### src/design/exec_pkg.sv
// Constants, field layouts and decode helpers for the instruction executor
`default_nettype none
package exec_pkg;
  localparam int PC_W = 21;
  localparam int DAT_W = 8;
  localparam int DADR_W = 12;
  localparam int REG_AW = 4;
  localparam int REG_DW = 32;

  typedef enum logic [3:0] {
    Q1 = 4'b0001,
    Q2 = 4'b0010,
    Q3 = 4'b0100,
    Q4 = 4'b1000
  } phase_e;

  // Opcode fields
  localparam logic [3:0] TOGGLE_NIB = 4'h7;
  localparam logic [7:0] OVF_BR_OP = 8'he4;
  localparam logic [7:0] ZERO_BR_OP = 8'he0;
  localparam logic [6:0] CALL_OP = 7'h76;
  localparam int BIT_LSB = 9;
  localparam int ACC_BIT = 8;
  localparam int SHADOW_BIT = 8;
  localparam logic [7:0] INDEX_LIMIT = 8'h5f;
  localparam logic [3:0] ACCESS_HIGH_PAGE = 4'hf;

  // Program counter steps in bytes
  localparam logic [PC_W-1:0] PC_INC = 21'h000002;
  localparam logic [PC_W-1:0] RET_OFS = 21'h000004;

  // Status bit positions
  localparam int ST_W = 5;
  localparam int ST_Z = 2;
  localparam int ST_OV = 3;

  // Register indices
  localparam logic [3:0] R_CTRL = 4'h0;
  localparam logic [3:0] R_WORK = 4'h1;
  localparam logic [3:0] R_STATUS = 4'h2;
  localparam logic [3:0] R_BANK = 4'h3;
  localparam logic [3:0] R_IDXBASE = 4'h4;
  localparam logic [3:0] R_PC = 4'h5;
  localparam logic [3:0] R_WSHAD = 4'h6;
  localparam logic [3:0] R_SSHAD = 4'h7;
  localparam logic [3:0] R_BSHAD = 4'h8;
  localparam logic [3:0] R_TOS = 4'h9;
  localparam logic [3:0] R_STATE = 4'ha;
  localparam int CTRL_EXT = 0;

  // Reset values
  localparam logic [PC_W-1:0] PC_RST = 21'h000000;
  localparam logic [7:0] BYTE_RST = 8'h00;
  localparam logic [ST_W-1:0] STATUS_RST = 5'h00;
  localparam logic [DADR_W-1:0] IDX_RST = 12'h000;

  function automatic logic is_toggle(input logic [15:0] w);
    return w[15:12] == TOGGLE_NIB;
  endfunction

  function automatic logic is_ovf_br(input logic [15:0] w);
    return w[15:8] == OVF_BR_OP;
  endfunction

  function automatic logic is_zero_br(input logic [15:0] w);
    return w[15:8] == ZERO_BR_OP;
  endfunction

  function automatic logic is_call(input logic [15:0] w);
    return w[15:9] == CALL_OP;
  endfunction

  // Incremented counter plus twice the signed offset
  function automatic logic [PC_W-1:0] br_target(input logic [PC_W-1:0] pc,
                                                input logic [7:0] n);
    return pc + {{12{n[7]}}, n, 1'b0};
  endfunction
endpackage
`default_nettype wire

### src/design/bit_toggle_branch_call_exec.sv
// Four-phase executor for bit toggle, two branches and the call
`timescale 1ns/1ps
`default_nettype none
module bit_toggle_branch_call_exec (
  input wire logic mclk_in,
  input wire logic rst_in,
  input wire logic [3:0] reg_addr_in,
  input wire logic [31:0] reg_wdata_in,
  input wire logic reg_wr_in,
  input wire logic reg_rd_in,
  output logic [31:0] reg_rdata_out,
  output logic [20:0] prog_addr_out,
  input wire logic [15:0] prog_data_in,
  output logic [11:0] data_addr_out,
  output logic data_rd_out,
  input wire logic [7:0] data_rdata_in,
  output logic data_wr_out,
  output logic [7:0] data_wdata_out,
  output logic stack_push_out,
  output logic [20:0] return_stack_top_out
);
  exec_pkg::phase_e phase;
  logic second;
  logic [15:0] instr;
  logic [20:0] program_counter;
  logic [7:0] call_low;
  logic ext_en;
  logic [7:0] working;
  logic [4:0] status;
  logic [3:0] bank_select_reg;
  logic [11:0] index_base;
  logic [7:0] working_shadow;
  logic [4:0] status_shadow;
  logic [3:0] bank_select_shadow;
  logic [20:0] return_stack_top;

  logic q1, q2, q3, q4, act;
  logic op_toggle, op_ovf, op_zero, op_call, taken;
  logic [7:0] toggle_mask;
  logic [11:0] next_data_addr;
  logic [20:0] branch_dest, call_dest, push_value;
  logic wr_ctrl, wr_work, wr_status, wr_bank, wr_idx, wr_pc;
  logic [31:0] read_mux;

  assign q1 = phase == exec_pkg::Q1;
  assign q2 = phase == exec_pkg::Q2;
  assign q3 = phase == exec_pkg::Q3;
  assign q4 = phase == exec_pkg::Q4;
  // The dead second cycle of a jump or call decodes nothing
  assign act = !second;
  assign op_toggle = act && exec_pkg::is_toggle(instr);
  assign op_ovf = act && exec_pkg::is_ovf_br(instr);
  assign op_zero = act && exec_pkg::is_zero_br(instr);
  assign op_call = act && exec_pkg::is_call(instr);
  assign taken = (op_ovf && status[exec_pkg::ST_OV])
                 || (op_zero && status[exec_pkg::ST_Z]);
  assign toggle_mask = 8'(8'h01 << instr[exec_pkg::BIT_LSB +: 3]);
  assign branch_dest = exec_pkg::br_target(program_counter,
                                           instr[7:0]);
  assign call_dest = {prog_data_in[11:0], call_low, 1'b0};
  // Counter already points past the first word, so step back before adding
  assign push_value = 21'(program_counter - exec_pkg::PC_INC
                          + exec_pkg::RET_OFS);

  // Operand address is taken straight off the fetched word
  data_addr_resolve u_resolve (
    .file_in(prog_data_in[7:0]),
    .access_sel_in(prog_data_in[exec_pkg::ACC_BIT]),
    .bank_in(bank_select_reg),
    .ext_en_in(ext_en),
    .index_base_in(index_base),
    .addr_out(next_data_addr)
  );

  assign data_rd_out = q2 && op_toggle;
  assign data_wr_out = q4 && op_toggle;
  assign stack_push_out = q3 && op_call;
  assign prog_addr_out = program_counter;
  assign return_stack_top_out = return_stack_top;

  assign wr_ctrl = reg_wr_in && reg_addr_in == exec_pkg::R_CTRL;
  assign wr_work = reg_wr_in && reg_addr_in == exec_pkg::R_WORK;
  assign wr_status = reg_wr_in && reg_addr_in == exec_pkg::R_STATUS;
  assign wr_bank = reg_wr_in && reg_addr_in == exec_pkg::R_BANK;
  assign wr_idx = reg_wr_in && reg_addr_in == exec_pkg::R_IDXBASE;
  assign wr_pc = reg_wr_in && reg_addr_in == exec_pkg::R_PC;

  assign read_mux =
    reg_addr_in == exec_pkg::R_CTRL ? {31'h0, ext_en}
    : reg_addr_in == exec_pkg::R_WORK ? {24'h0, working}
    : reg_addr_in == exec_pkg::R_STATUS ? {27'h0, status}
    : reg_addr_in == exec_pkg::R_BANK ? {28'h0, bank_select_reg}
    : reg_addr_in == exec_pkg::R_IDXBASE ? {20'h0, index_base}
    : reg_addr_in == exec_pkg::R_PC ? {11'h0, program_counter}
    : reg_addr_in == exec_pkg::R_WSHAD ? {24'h0, working_shadow}
    : reg_addr_in == exec_pkg::R_SSHAD ? {27'h0, status_shadow}
    : reg_addr_in == exec_pkg::R_BSHAD ? {28'h0, bank_select_shadow}
    : reg_addr_in == exec_pkg::R_TOS ? {11'h0, return_stack_top}
    : reg_addr_in == exec_pkg::R_STATE ? {27'h0, second, phase}
    : 32'h0;

  always_ff @(posedge mclk_in or posedge rst_in) begin
    if (rst_in) begin
      reg_rdata_out <= 32'h0;
    end else begin
      reg_rdata_out <= reg_rd_in ? read_mux : 32'h0;
    end
  end

  // Phase ring
  always_ff @(posedge mclk_in or posedge rst_in) begin
    if (rst_in) begin
      phase <= exec_pkg::Q1;
    end else begin
      unique case (phase)
        exec_pkg::Q1: phase <= exec_pkg::Q2;
        exec_pkg::Q2: phase <= exec_pkg::Q3;
        exec_pkg::Q3: phase <= exec_pkg::Q4;
        exec_pkg::Q4: phase <= exec_pkg::Q1;
        default: phase <= exec_pkg::Q1;
      endcase
    end
  end

  // Second cycle follows a taken branch or a call
  always_ff @(posedge mclk_in or posedge rst_in) begin
    if (rst_in) begin
      second <= 1'b0;
    end else if (q4) begin
      second <= taken || op_call;
    end
  end

  always_ff @(posedge mclk_in or posedge rst_in) begin
    if (rst_in) begin
      instr <= 16'h0000;
      data_addr_out <= 12'h000;
    end else if (q1 && act) begin
      instr <= prog_data_in;
      data_addr_out <= next_data_addr;
    end
  end

  // Core updates beat a software write in the same cycle
  always_ff @(posedge mclk_in or posedge rst_in) begin
    if (rst_in) begin
      program_counter <= exec_pkg::PC_RST;
    end else if (q1 && act) begin
      program_counter <= program_counter + exec_pkg::PC_INC;
    end else if (q4 && taken) begin
      program_counter <= branch_dest;
    end else if (q4 && op_call) begin
      program_counter <= call_dest;
    end else if (wr_pc) begin
      program_counter <= reg_wdata_in[20:0];
    end
  end

  always_ff @(posedge mclk_in or posedge rst_in) begin
    if (rst_in) begin
      data_wdata_out <= 8'h00;
    end else if (q3 && op_toggle) begin
      data_wdata_out <= data_rdata_in ^ toggle_mask;
    end
  end

  always_ff @(posedge mclk_in or posedge rst_in) begin
    if (rst_in) begin
      call_low <= 8'h00;
      return_stack_top <= exec_pkg::PC_RST;
    end else if (q2 && op_call) begin
      call_low <= instr[7:0];
      return_stack_top <= push_value;
    end
  end

  always_ff @(posedge mclk_in or posedge rst_in) begin
    if (rst_in) begin
      working_shadow <= exec_pkg::BYTE_RST;
      status_shadow <= exec_pkg::STATUS_RST;
      bank_select_shadow <= 4'h0;
    end else if (q3 && op_call && instr[exec_pkg::SHADOW_BIT]) begin
      working_shadow <= working;
      status_shadow <= status;
      bank_select_shadow <= bank_select_reg;
    end
  end

  // Status only moves under software, never from these instructions
  always_ff @(posedge mclk_in or posedge rst_in) begin
    if (rst_in) begin
      status <= exec_pkg::STATUS_RST;
    end else if (wr_status) begin
      status <= reg_wdata_in[4:0];
    end
  end

  always_ff @(posedge mclk_in or posedge rst_in) begin
    if (rst_in) begin
      ext_en <= 1'b0;
      working <= exec_pkg::BYTE_RST;
      bank_select_reg <= 4'h0;
      index_base <= exec_pkg::IDX_RST;
    end else begin
      if (wr_ctrl) ext_en <= reg_wdata_in[exec_pkg::CTRL_EXT];
      if (wr_work) working <= reg_wdata_in[7:0];
      if (wr_bank) bank_select_reg <= reg_wdata_in[3:0];
      if (wr_idx) index_base <= reg_wdata_in[11:0];
    end
  end
endmodule
`default_nettype wire

### src/design/data_addr_resolve.sv
// Resolves a file operand into a data-memory address
`timescale 1ns/1ps
`default_nettype none
module data_addr_resolve (
  input wire logic [7:0] file_in,
  input wire logic access_sel_in,
  input wire logic [3:0] bank_in,
  input wire logic ext_en_in,
  input wire logic [11:0] index_base_in,
  output logic [11:0] addr_out
);
  logic indexed;
  logic low_access;
  logic [11:0] indexed_addr;
  logic [11:0] access_addr;

  assign low_access = file_in <= exec_pkg::INDEX_LIMIT;
  assign indexed = !access_sel_in && ext_en_in && low_access;
  assign indexed_addr = 12'(index_base_in + {4'h0, file_in});
  // Access bank: low part of bank 0 and top of the last bank
  assign access_addr = low_access ? {4'h0, file_in}
                       : {exec_pkg::ACCESS_HIGH_PAGE, file_in};
  assign addr_out = indexed ? indexed_addr
                    : access_sel_in ? {bank_in, file_in}
                    : access_addr;
endmodule
`default_nettype wire

### config.mk
export PLATFORM = sky130hd
export DESIGN_NAME = bit_toggle_branch_call_exec
export DESIGN_NICKNAME = d
export VERILOG_FILES = /design/src/design/exec_pkg.sv /design/src/design/bit_toggle_branch_call_exec.sv /design/src/design/data_addr_resolve.sv
export SDC_FILE = /design/constraint.sdc
export NUM_CORES = 1
export LEC_CHECK = 0
export ABC_CLOCK_PERIOD_IN_PS = 8400
export BUFFER_PORTS_ARGS = -buffer_cell sky130_fd_sc_hd__buf_2
export CELL_PAD_IN_SITES_DETAIL_PLACEMENT = 0
export CELL_PAD_IN_SITES_GLOBAL_PLACEMENT = 1
export CORE_AREA = 10 10 156 158
export CTS_BUF_LIST = sky130_fd_sc_hd__clkbuf_8
export DETAILED_ROUTE_END_ITERATION = 8
export DIE_AREA = 0 0 166 168
export GPL_TIMING_DRIVEN = 0
export PLACE_DENSITY_LB_ADDON = 0.1
export SETUP_SLACK_MARGIN = 0.15
export SYNTH_ARGS = -nofsm -noshare
export SYNTH_HDL_FRONTEND = slang
export SYNTH_SLANG_ARGS = --single-unit
### constraint.sdc
create_clock -name mclk_in -period 8.4 [get_ports mclk_in]
set_input_delay 2.52 -clock mclk_in [delete_from_list [all_inputs] [get_ports mclk_in]]
set_output_delay 2.52 -clock mclk_in [all_outputs]
set_load 0.01 [all_outputs]
# --- Word level (Yosys, flattened, before mapping) ---
# Cells that the tools add are included.
classes:
  n_eq_ne: 18
  reduce_logical: 29
  muxes: 20
  order_cmp: 1
  n_bitwise: 1
  shifts: 1
  div: 0
  multipliers: 0
  addsub: 5
op_table:
  columns: ["op", "n"]
  rows:
  - ["21-bit 2-to-1 mux", 15]
  - ["12-bit 2-to-1 mux", 3]
  - ["4-bit by 3-bit equality test with 1-bit output (second input constant)", 6]
  - ["1-bit logical AND", 23]
  - ["21-bit by 2-bit adder with 21-bit output (second input constant)", 1]
  - ["21-bit adder", 1]
  - ["21-bit by 3-bit adder with 21-bit output (second input constant)", 1]
  - ["21-bit by 2-bit subtractor with 21-bit output (second input constant)", 1]
  - ["4-bit equality test (second input constant)", 4]
  - ["8-bit equality test (second input constant)", 2]
  - ["12-bit by 8-bit adder with 12-bit output", 1]
  - ["4-bit by 2-bit equality test with 1-bit output (second input constant)", 3]
  - ["4-bit one-hot mux with 3 select lines", 1]
  - ["4-bit by 1-bit equality test with 1-bit output (second input constant)", 2]
  - ["8-bit by 7-bit less-or-equal comparator with 1-bit output (second input constant)", 1]
  - ["1-bit by 3-bit << shifter with 8-bit output (first input constant)", 1]
  - ["8-bit XOR", 1]
  - ["7-bit equality test (second input constant)", 1]
  - ["5-bit 2-to-1 mux", 1]
  - ["4-bit logical NOT", 1]
  - ["4-bit nonzero test", 1]
  - ["1-bit logical NOT", 2]
  - ["1-bit logical OR", 2]
totals:
  in_bits: 64
  mem_bits_ro: 0
  n_memories: 0
  ram_bits: 0
  out_inout_bits: 97
  reg_bits: 159
  latchBits: 0

# --- Depth between registers and ports, before layout ---
# Gate-level depths: netlist (run 1).
depth:
  depth_word: 13
  mapped_depth: 11

# --- Hierarchy ---
# A second synthesis (run 1) with hierarchy kept.
unflattened:
  hier_cells: 1018
  hier_area_um2: 9450.3
modules_own_cells:
  columns: ["mod", "area_each_um2", "instances", "cells_each"]
  rows:
  - ["bit_toggle_branch_call_exec", 8847.2, 1, 929]
  - ["data_addr_resolve", 603.1, 1, 89]

# --- Worst setup path after synthesis (run 1) ---
# OpenSTA, ideal clock, no wires.
synth_path:
  path_kind: "input to register"
  start: "input reg_addr_in[3]"
  end: "register program_counter[20], in the netlist prog_addr_out[20]"
  path_buffers: 4
  t_arrival_ns: 4.150
  setup_time_ns: 0.140
  stages: 10
  slack_ns: 4.111
  cell_sequence: "clkbuf_1 > nor2b_1 > clkbuf_1 > and2_1 > clkbuf_1 > nand2_1 > and3_4 > buf_6 > a221oi_2 > o311ai_1"
synth_via:
  elab_chain_cells: 3
synth_rtl:
  columns: ["element", "line", "rtl"]
  rows:
  - ["start: declaration", "bit_toggle_branch_call_exec.sv:7", "input wire logic [3:0] reg_addr_in,"]
  - ["4-bit by 3-bit equality test with 1-bit output", "bit_toggle_branch_call_exec.sv:86", "assign wr_pc = reg_wr_in && reg_addr_in == exec_pkg::R_PC;"]
  - ["1-bit logical AND", "bit_toggle_branch_call_exec.sv:86", null]
  - ["4-bit nonzero test (no line)", null, null]
  - ["end signal: assignment", "bit_toggle_branch_call_exec.sv:147", "program_counter <= exec_pkg::PC_RST;"]
  - ["end signal: assignment", "bit_toggle_branch_call_exec.sv:149", "program_counter <= program_counter + exec_pkg::PC_INC;"]
  - ["end signal: assignment", "bit_toggle_branch_call_exec.sv:151", "program_counter <= branch_dest;"]
  - ["end: declaration", "bit_toggle_branch_call_exec.sv:25", "logic [20:0] program_counter;"]
# No other way between the ends.
# A chain may end at the register's enable or synchronous reset.

# --- Worst setup path in the final report (run 1) ---
layout_path:
  start: "register instr[10]"
  end: "output stack_push_out"
layout_via:
  elab_chain_cells: 3
layout_rtl:
  columns: ["element", "line", "rtl"]
  rows:
  - ["start: declaration", "bit_toggle_branch_call_exec.sv:24", "logic [15:0] instr;"]
  - ["start signal: assignment", "bit_toggle_branch_call_exec.sv:139", "instr <= prog_data_in;"]
  - ["7-bit equality test", "exec_pkg.sv:70", "return w[15:9] == CALL_OP;"]
  - ["1-bit logical AND", "bit_toggle_branch_call_exec.sv:54", "assign op_call = act && exec_pkg::is_call(instr);"]
  - ["1-bit logical AND", "bit_toggle_branch_call_exec.sv:77", "assign stack_push_out = q3 && op_call;"]
  - ["end: declaration", "bit_toggle_branch_call_exec.sv:19", "output logic stack_push_out,"]
# No other way between the ends.

==> flow_summary.ini, run 1 <==
[clock_tree]
cts.sinks = 159
cts_resized = 0
cts_htree_levels = 4
cts_root_buf = clkbuf_8
cts.clk_slew.worst_paths_ns = 0.10
cts_made_buffers = 17
cts_tree = built
clk_latency_ns = 0.48
cts_setup_buffers = 0
clock_path_buffers = 2
hold_buffers = 0

[worst_setup_path]
cp_max_fo = 10
crit_type = reg2out
cp.arrival_ns = 2.19
startpoint_type = flop
worstPathRequired_ns = 5.88
r2r_slack_ns = 5.08
end_kind = output pin

[timing]
fin_tns_setup_ns = 0
hold_violations = 0
setup_viol = 0
rsz0062_at_grt = no
relSlewSlack = 0.221
finalCritPeriodShare = 0.561
finalHoldWorstSlack_ns = 0.488
post-route-min-period_ns = 4.71
worst_slack_ns = 3.69
finClkSkew_ns = 0.0187
fmax_mhz = 212
final_max_slew_viol_count = 0
tightest_slew_ns = 1.16

[die]
die_y_microns = 168
dieArea_sq_um = 27900
rows = 54
die_w_microns = 166
ios = 161
core-area_sq_um = 21400
initial_core_util = 0.431

[logic_synthesis]
async_reset_ff_frac = 1.00
yosysWarnings = 0
syn_avg_cell_area_sq_um = 9.16
synth_top_cell_area_share = 0.428
synthCells = 1008
synth_area_leaders = dfrtp_1 43%, mux2_2 6.7%, nand2_1 5.8%, a21oi_1 4.9%, ha_1 3.8%
yosysUniqueCellTypes = 68
synth.largest_area_cell = dfrtp_1
ys_ff_latch = 159
synth_area_sq_um = 9230
synth_ff_type = dfrtp_1
synth-edff-count = 0
ys_seq_area_frac = 0.431

[layout]
final_cell_mix = 158 x dfrtp_1, 142 x nand2_1, 140 x buf_2, 91 x a21oi_1, 87 x nor2_1
antennaDiodeCount = 0
drive_gt1_frac = 0.218
finalNonFillerCells = 1466
final_core_util = 0.500
nNetsFinal = 1267
final_cell_area_sq_um = 10700
final_common_cell = dfrtp_1
syn2layout_area_growth_pct = 16.0

[place]
placed_cells = 1434
placed_cell_area_sq_um = 10300
port_buffers = 135
gp_congestion = 0.888
place_ws_ns = 3.45
place_hpwl_microns = 24400

[routing]
dr.pass1.iters = 7
avgRoutedWirePerCell_microns = 21.7
postRouteAntennaNets = 0
vias = 8241
wl_microns = 31800
first_iter_violations = 815
drcViolationCount = 0
via_per_inst = 5.62

[grt]
antenna_found_initial = 0
grt_pass1_wl_microns = 49100
grt_max_degree = 89
grt_pass1_vias = 8076
grtUsageTotal = 0.223
grt-ovfl-total = 0

[hold_path]
hold_path.class = reg2reg

[power_and_ir_drop]
p_leak_nw = 4.94
vdd_drop_max_v = 0.000118
p_total_mw = 2.41
power_density_nw_per_um2 = 225

[outcome]
status = completed

[job]
maxCapViolCount = 0
[Yosys cell counts (all sizes together), types with 7 or more instances]
| master | instances |
|---|---|
| dfrtp | 158 |
| nand2 | 142 |
| a21oi | 91 |
| nor2 | 88 |
| mux2 | 55 |
| o21ai | 55 |
| clkbuf | 43 |
| ha | 28 |
| xnor2 | 27 |
| nand3 | 26 |
| inv | 25 |
| buf | 24 |
| a22oi | 21 |
| xor2 | 19 |
| nor3 | 18 |
| a211oi | 16 |
| and3 | 15 |
| mux2i | 15 |
| nor2b | 15 |
| a31oi | 12 |
| nand2b | 11 |
| nand4 | 7 |
[where the power goes]
group,switching (mW),internal (mW),total [mW]
sequential,0.172,0.865,1.04
clock,0.322,0.247,0.569
combinational,0.460,0.341,0.802
total,0.954,1.45,2.41
[final cells by class]
| class | count | area [sq um] |
|---|---|---|
| plain buffers | 67 | 322 |
| clock buffers | 18 | 248 |
| clock inverters | 14 | 130 |
| fillers | 2171 | 10700 |
| inverters | 25 | 101 |
| multi-input cells | 767 | 4870 |
| flip-flops and latches | 159 | 3980 |
| well taps | 280 | 350 |
| repair buffers | 136 | 703 |
[cells by family (layout without fill, tap and decap cells)]
family / count (synthesis) / count (layout) / synth area share
and+or+nand+nor: 354 / 354 / 0.178
other: 1 / 11 / 0.000406
DFF: 159 / 159 / 0.431
adders and majority gates: 30 / 30 / 0.0423
xor gates and xnor gates: 46 / 46 / 0.0436
muxes: 72 / 72 / 0.0882
buffers and inverters: 92 / 260 / 0.0450
AOI/OAI and AO/OA: 254 / 254 / 0.171
[routing by layer]
layer | track usage | part of all wire | up-vias
met5 | 0 | 0 | -
met4 | 0.0570 | 0.015 | 0
met3 | 0.0424 | 0.066 | 32
met2 | 0.344 | 0.44 | 284
met1 | 0.315 | 0.48 | 4019
li1 | - | - | 3906
[path summary, 6_finish.rpt]
path | start | depth (start not counted) | endpoint
max | instr[10] | 6 | stack_push_out
min | instr[14] | 2 | instr[14]
max reg2reg | instr[10] | 8 | return_stack_top_out[5]
min reg2reg | instr[14] | 2 | instr[14]
max in group asynchronous | rst_in | 3 | phase[0]
min in group asynchronous | rst_in | 2 | working_shadow[0]
[critical path, stage by stage, from the launching register on]
cell	delay (ns)
dfrtp_1	0.39
clkbuf_1	0.36
nand2_1	0.18
nor2_1	0.37
nand2_1	0.13
nor2_1	0.14
buf_2	0.15
(Power assumes the default switching activity.)
==> run 2, diff against run 1 <==
--- a/config.mk
+++ b/config.mk
@@ -5,7 +5,7 @@
 export SDC_FILE = /design/constraint.sdc
 export NUM_CORES = 1
 export LEC_CHECK = 0
-export ABC_CLOCK_PERIOD_IN_PS = 8400
+export ABC_CLOCK_PERIOD_IN_PS = 4760
 export BUFFER_PORTS_ARGS = -buffer_cell sky130_fd_sc_hd__buf_2
 export CELL_PAD_IN_SITES_DETAIL_PLACEMENT = 0
 export CELL_PAD_IN_SITES_GLOBAL_PLACEMENT = 1
==> constraint.sdc (replaced) <==
create_clock -name mclk_in -period 4.76 [get_ports mclk_in]
set_input_delay 1.428 -clock mclk_in [delete_from_list [all_inputs] [get_ports mclk_in]]
set_output_delay 1.428 -clock mclk_in [all_outputs]
set_load 0.01 [all_outputs]
==> flow_summary.ini, run 2 (synthesis results as in run 1) <==
[outcome]
status = completed

[die]
dieArea_sq_um = 27900
ios = 161
rows = 54
core-area_sq_um = 21400
die_y_microns = 168
die_w_microns = 166
initial_core_util = 0.431

[layout]
drive_gt1_frac = 0.220
final_cell_mix = 158 x dfrtp_1, 142 x nand2_1, 140 x buf_2, 91 x a21oi_1, 87 x nor2_1
final_common_cell = dfrtp_1
nNetsFinal = 1270
fillers = 2165
antennaDiodeCount = 0
syn2layout_area_growth_pct = 16.3
finalNonFillerCells = 1469

[timing]
finalHoldWorstSlack_ns = 0.486
finClkSkew_ns = 0.0167
final_max_slew_viol_count = 0
rsz0062_at_grt = no
fmax_mhz = 274
hold_violations = 0
tightest_slew_ns = 1.17
relSlewSlack = 0.217
worst_slack_ns = 1.12
finalCritPeriodShare = 0.766
setup_viol = 0
post-route-min-period_ns = 3.64
fin_tns_setup_ns = 0

[routing]
vias = 8247
dr.pass1.iters = 5
first_iter_violations = 776
via_per_inst = 5.61
postRouteAntennaNets = 0
drcViolationCount = 0
avgRoutedWirePerCell_microns = 21.8
wl_microns = 32000

[power_and_ir_drop]
vdd_drop_max_v = 0.000207
p_total_mw = 4.22
p_leak_nw = 4.94
power_density_nw_per_um2 = 393

[grt]
grt_max_degree = 41
grt_pass1_wl_microns = 49400
grtUsageTotal = 0.225
grt-ovfl-total = 0
grt_pass1_vias = 8062
antenna_found_initial = 0

[job]
maxCapViolCount = 0

[clock_tree]
cts.sinks = 159
cts_tree = built
cts.clk_slew.worst_paths_ns = 0.09
cts_resized = 0
cts_htree_levels = 4
clk_latency_ns = 0.47
cts_made_buffers = 17
clock_path_buffers = 2
cts_setup_buffers = 0
cts_root_buf = clkbuf_8
hold_buffers = 0

[worst_setup_path]
r2r_cells = 8
cp_cell_sequence = clkbuf_1 -> nand2_1 -> nor2_1 -> nand2_1 -> nor2_1 -> buf_2
startpoint_type = flop
r2r_end = return_stack_top_out[4]
cp_max_fo = 10
critPathBufInv = 2
r2r_slack_ns = 1.42
end_kind = output pin
cp.arrival_ns = 2.22
startpoint = instr[10]
crit_path_top_delay_cell = dfrtp_1
r2r_start = instr[10]
crit_type = reg2out
critical-path-top-delay-family = simple AND/OR/NAND/NOR gates
slowest_delay_ns = 0.40
worstPathRequired_ns = 3.33

[place]
placed_cells = 1437
place_ws_ns = 0.890
place_hpwl_microns = 24600
port_buffers = 135
gp_congestion = 0.883

[hold_path]
whs_endpoint = instr[13]
min_path_cells = 2
hold_start = instr[13]
hold_path.class = reg2reg
==> run 2: layer usage <==
metal | vias to the layer above | wire (microns) | GRT usage
met4 | 0 | 494 | 0.0562
met3 | 34 | 2180 | 0.0433
li1 | 3914 | - | -
met1 | 3986 | 15300 | 0.325
met5 | - | 0 | 0
met2 | 313 | 14000 | 0.339
==> run 2: power by group <==
| group | switching (mW) | leakage (nW) | internal, mW |
|---|---|---|---|
| Combinational | 0.817 | 2.76 | 0.607 |
| Clock | 0.573 | 0.172 | 0.383 |
| Sequential | 0.310 | 2.01 | 1.53 |
| Total | 1.70 | 4.94 | 2.52 |
==> run 2: area by class of cell <==
type,instances,area [sq um],share of cell area
clock buffer,18,248,0.0231
inverter,25,97.6,0.00909
clock inverter,14,110,0.0103
buffer,67,322,0.0299
multi-input combinational,767,4870,0.454
timing repair buffer,139,756,0.0704
sequential,159,3980,0.371
tap,280,350,0.0326
==> run 2: how the worst max path moves through the flow <==
stage               cells past startpoint  slack (ns)            endpoint
floorplan                               1        1.32  bank_select_reg[0]
global placement                        2        0.18         call_low[6]
detailed placement                     11        0.89   prog_addr_out[11]
finish                                  6        1.12      stack_push_out
CTS                                     6        1.09      stack_push_out
global route                            6        0.98      stack_push_out
==> run 2: worst min-delay path, delay by kind of cell (launching register included) <==
kind | cells | cell delay [ns]
flip-flops | 1 | 0.35
AND/OR/NAND/NOR | 2 | 0.10
==> run 2: per-stage QoR <==
step           utilization  cell area, sq um
2_1_floorplan            -              9270
3_3_place_gp         0.481             10300
3_5_place_dp         0.485             10400
4_1_cts              0.501             10700
5_1_grt              0.501             10700
6_report             0.501             10700
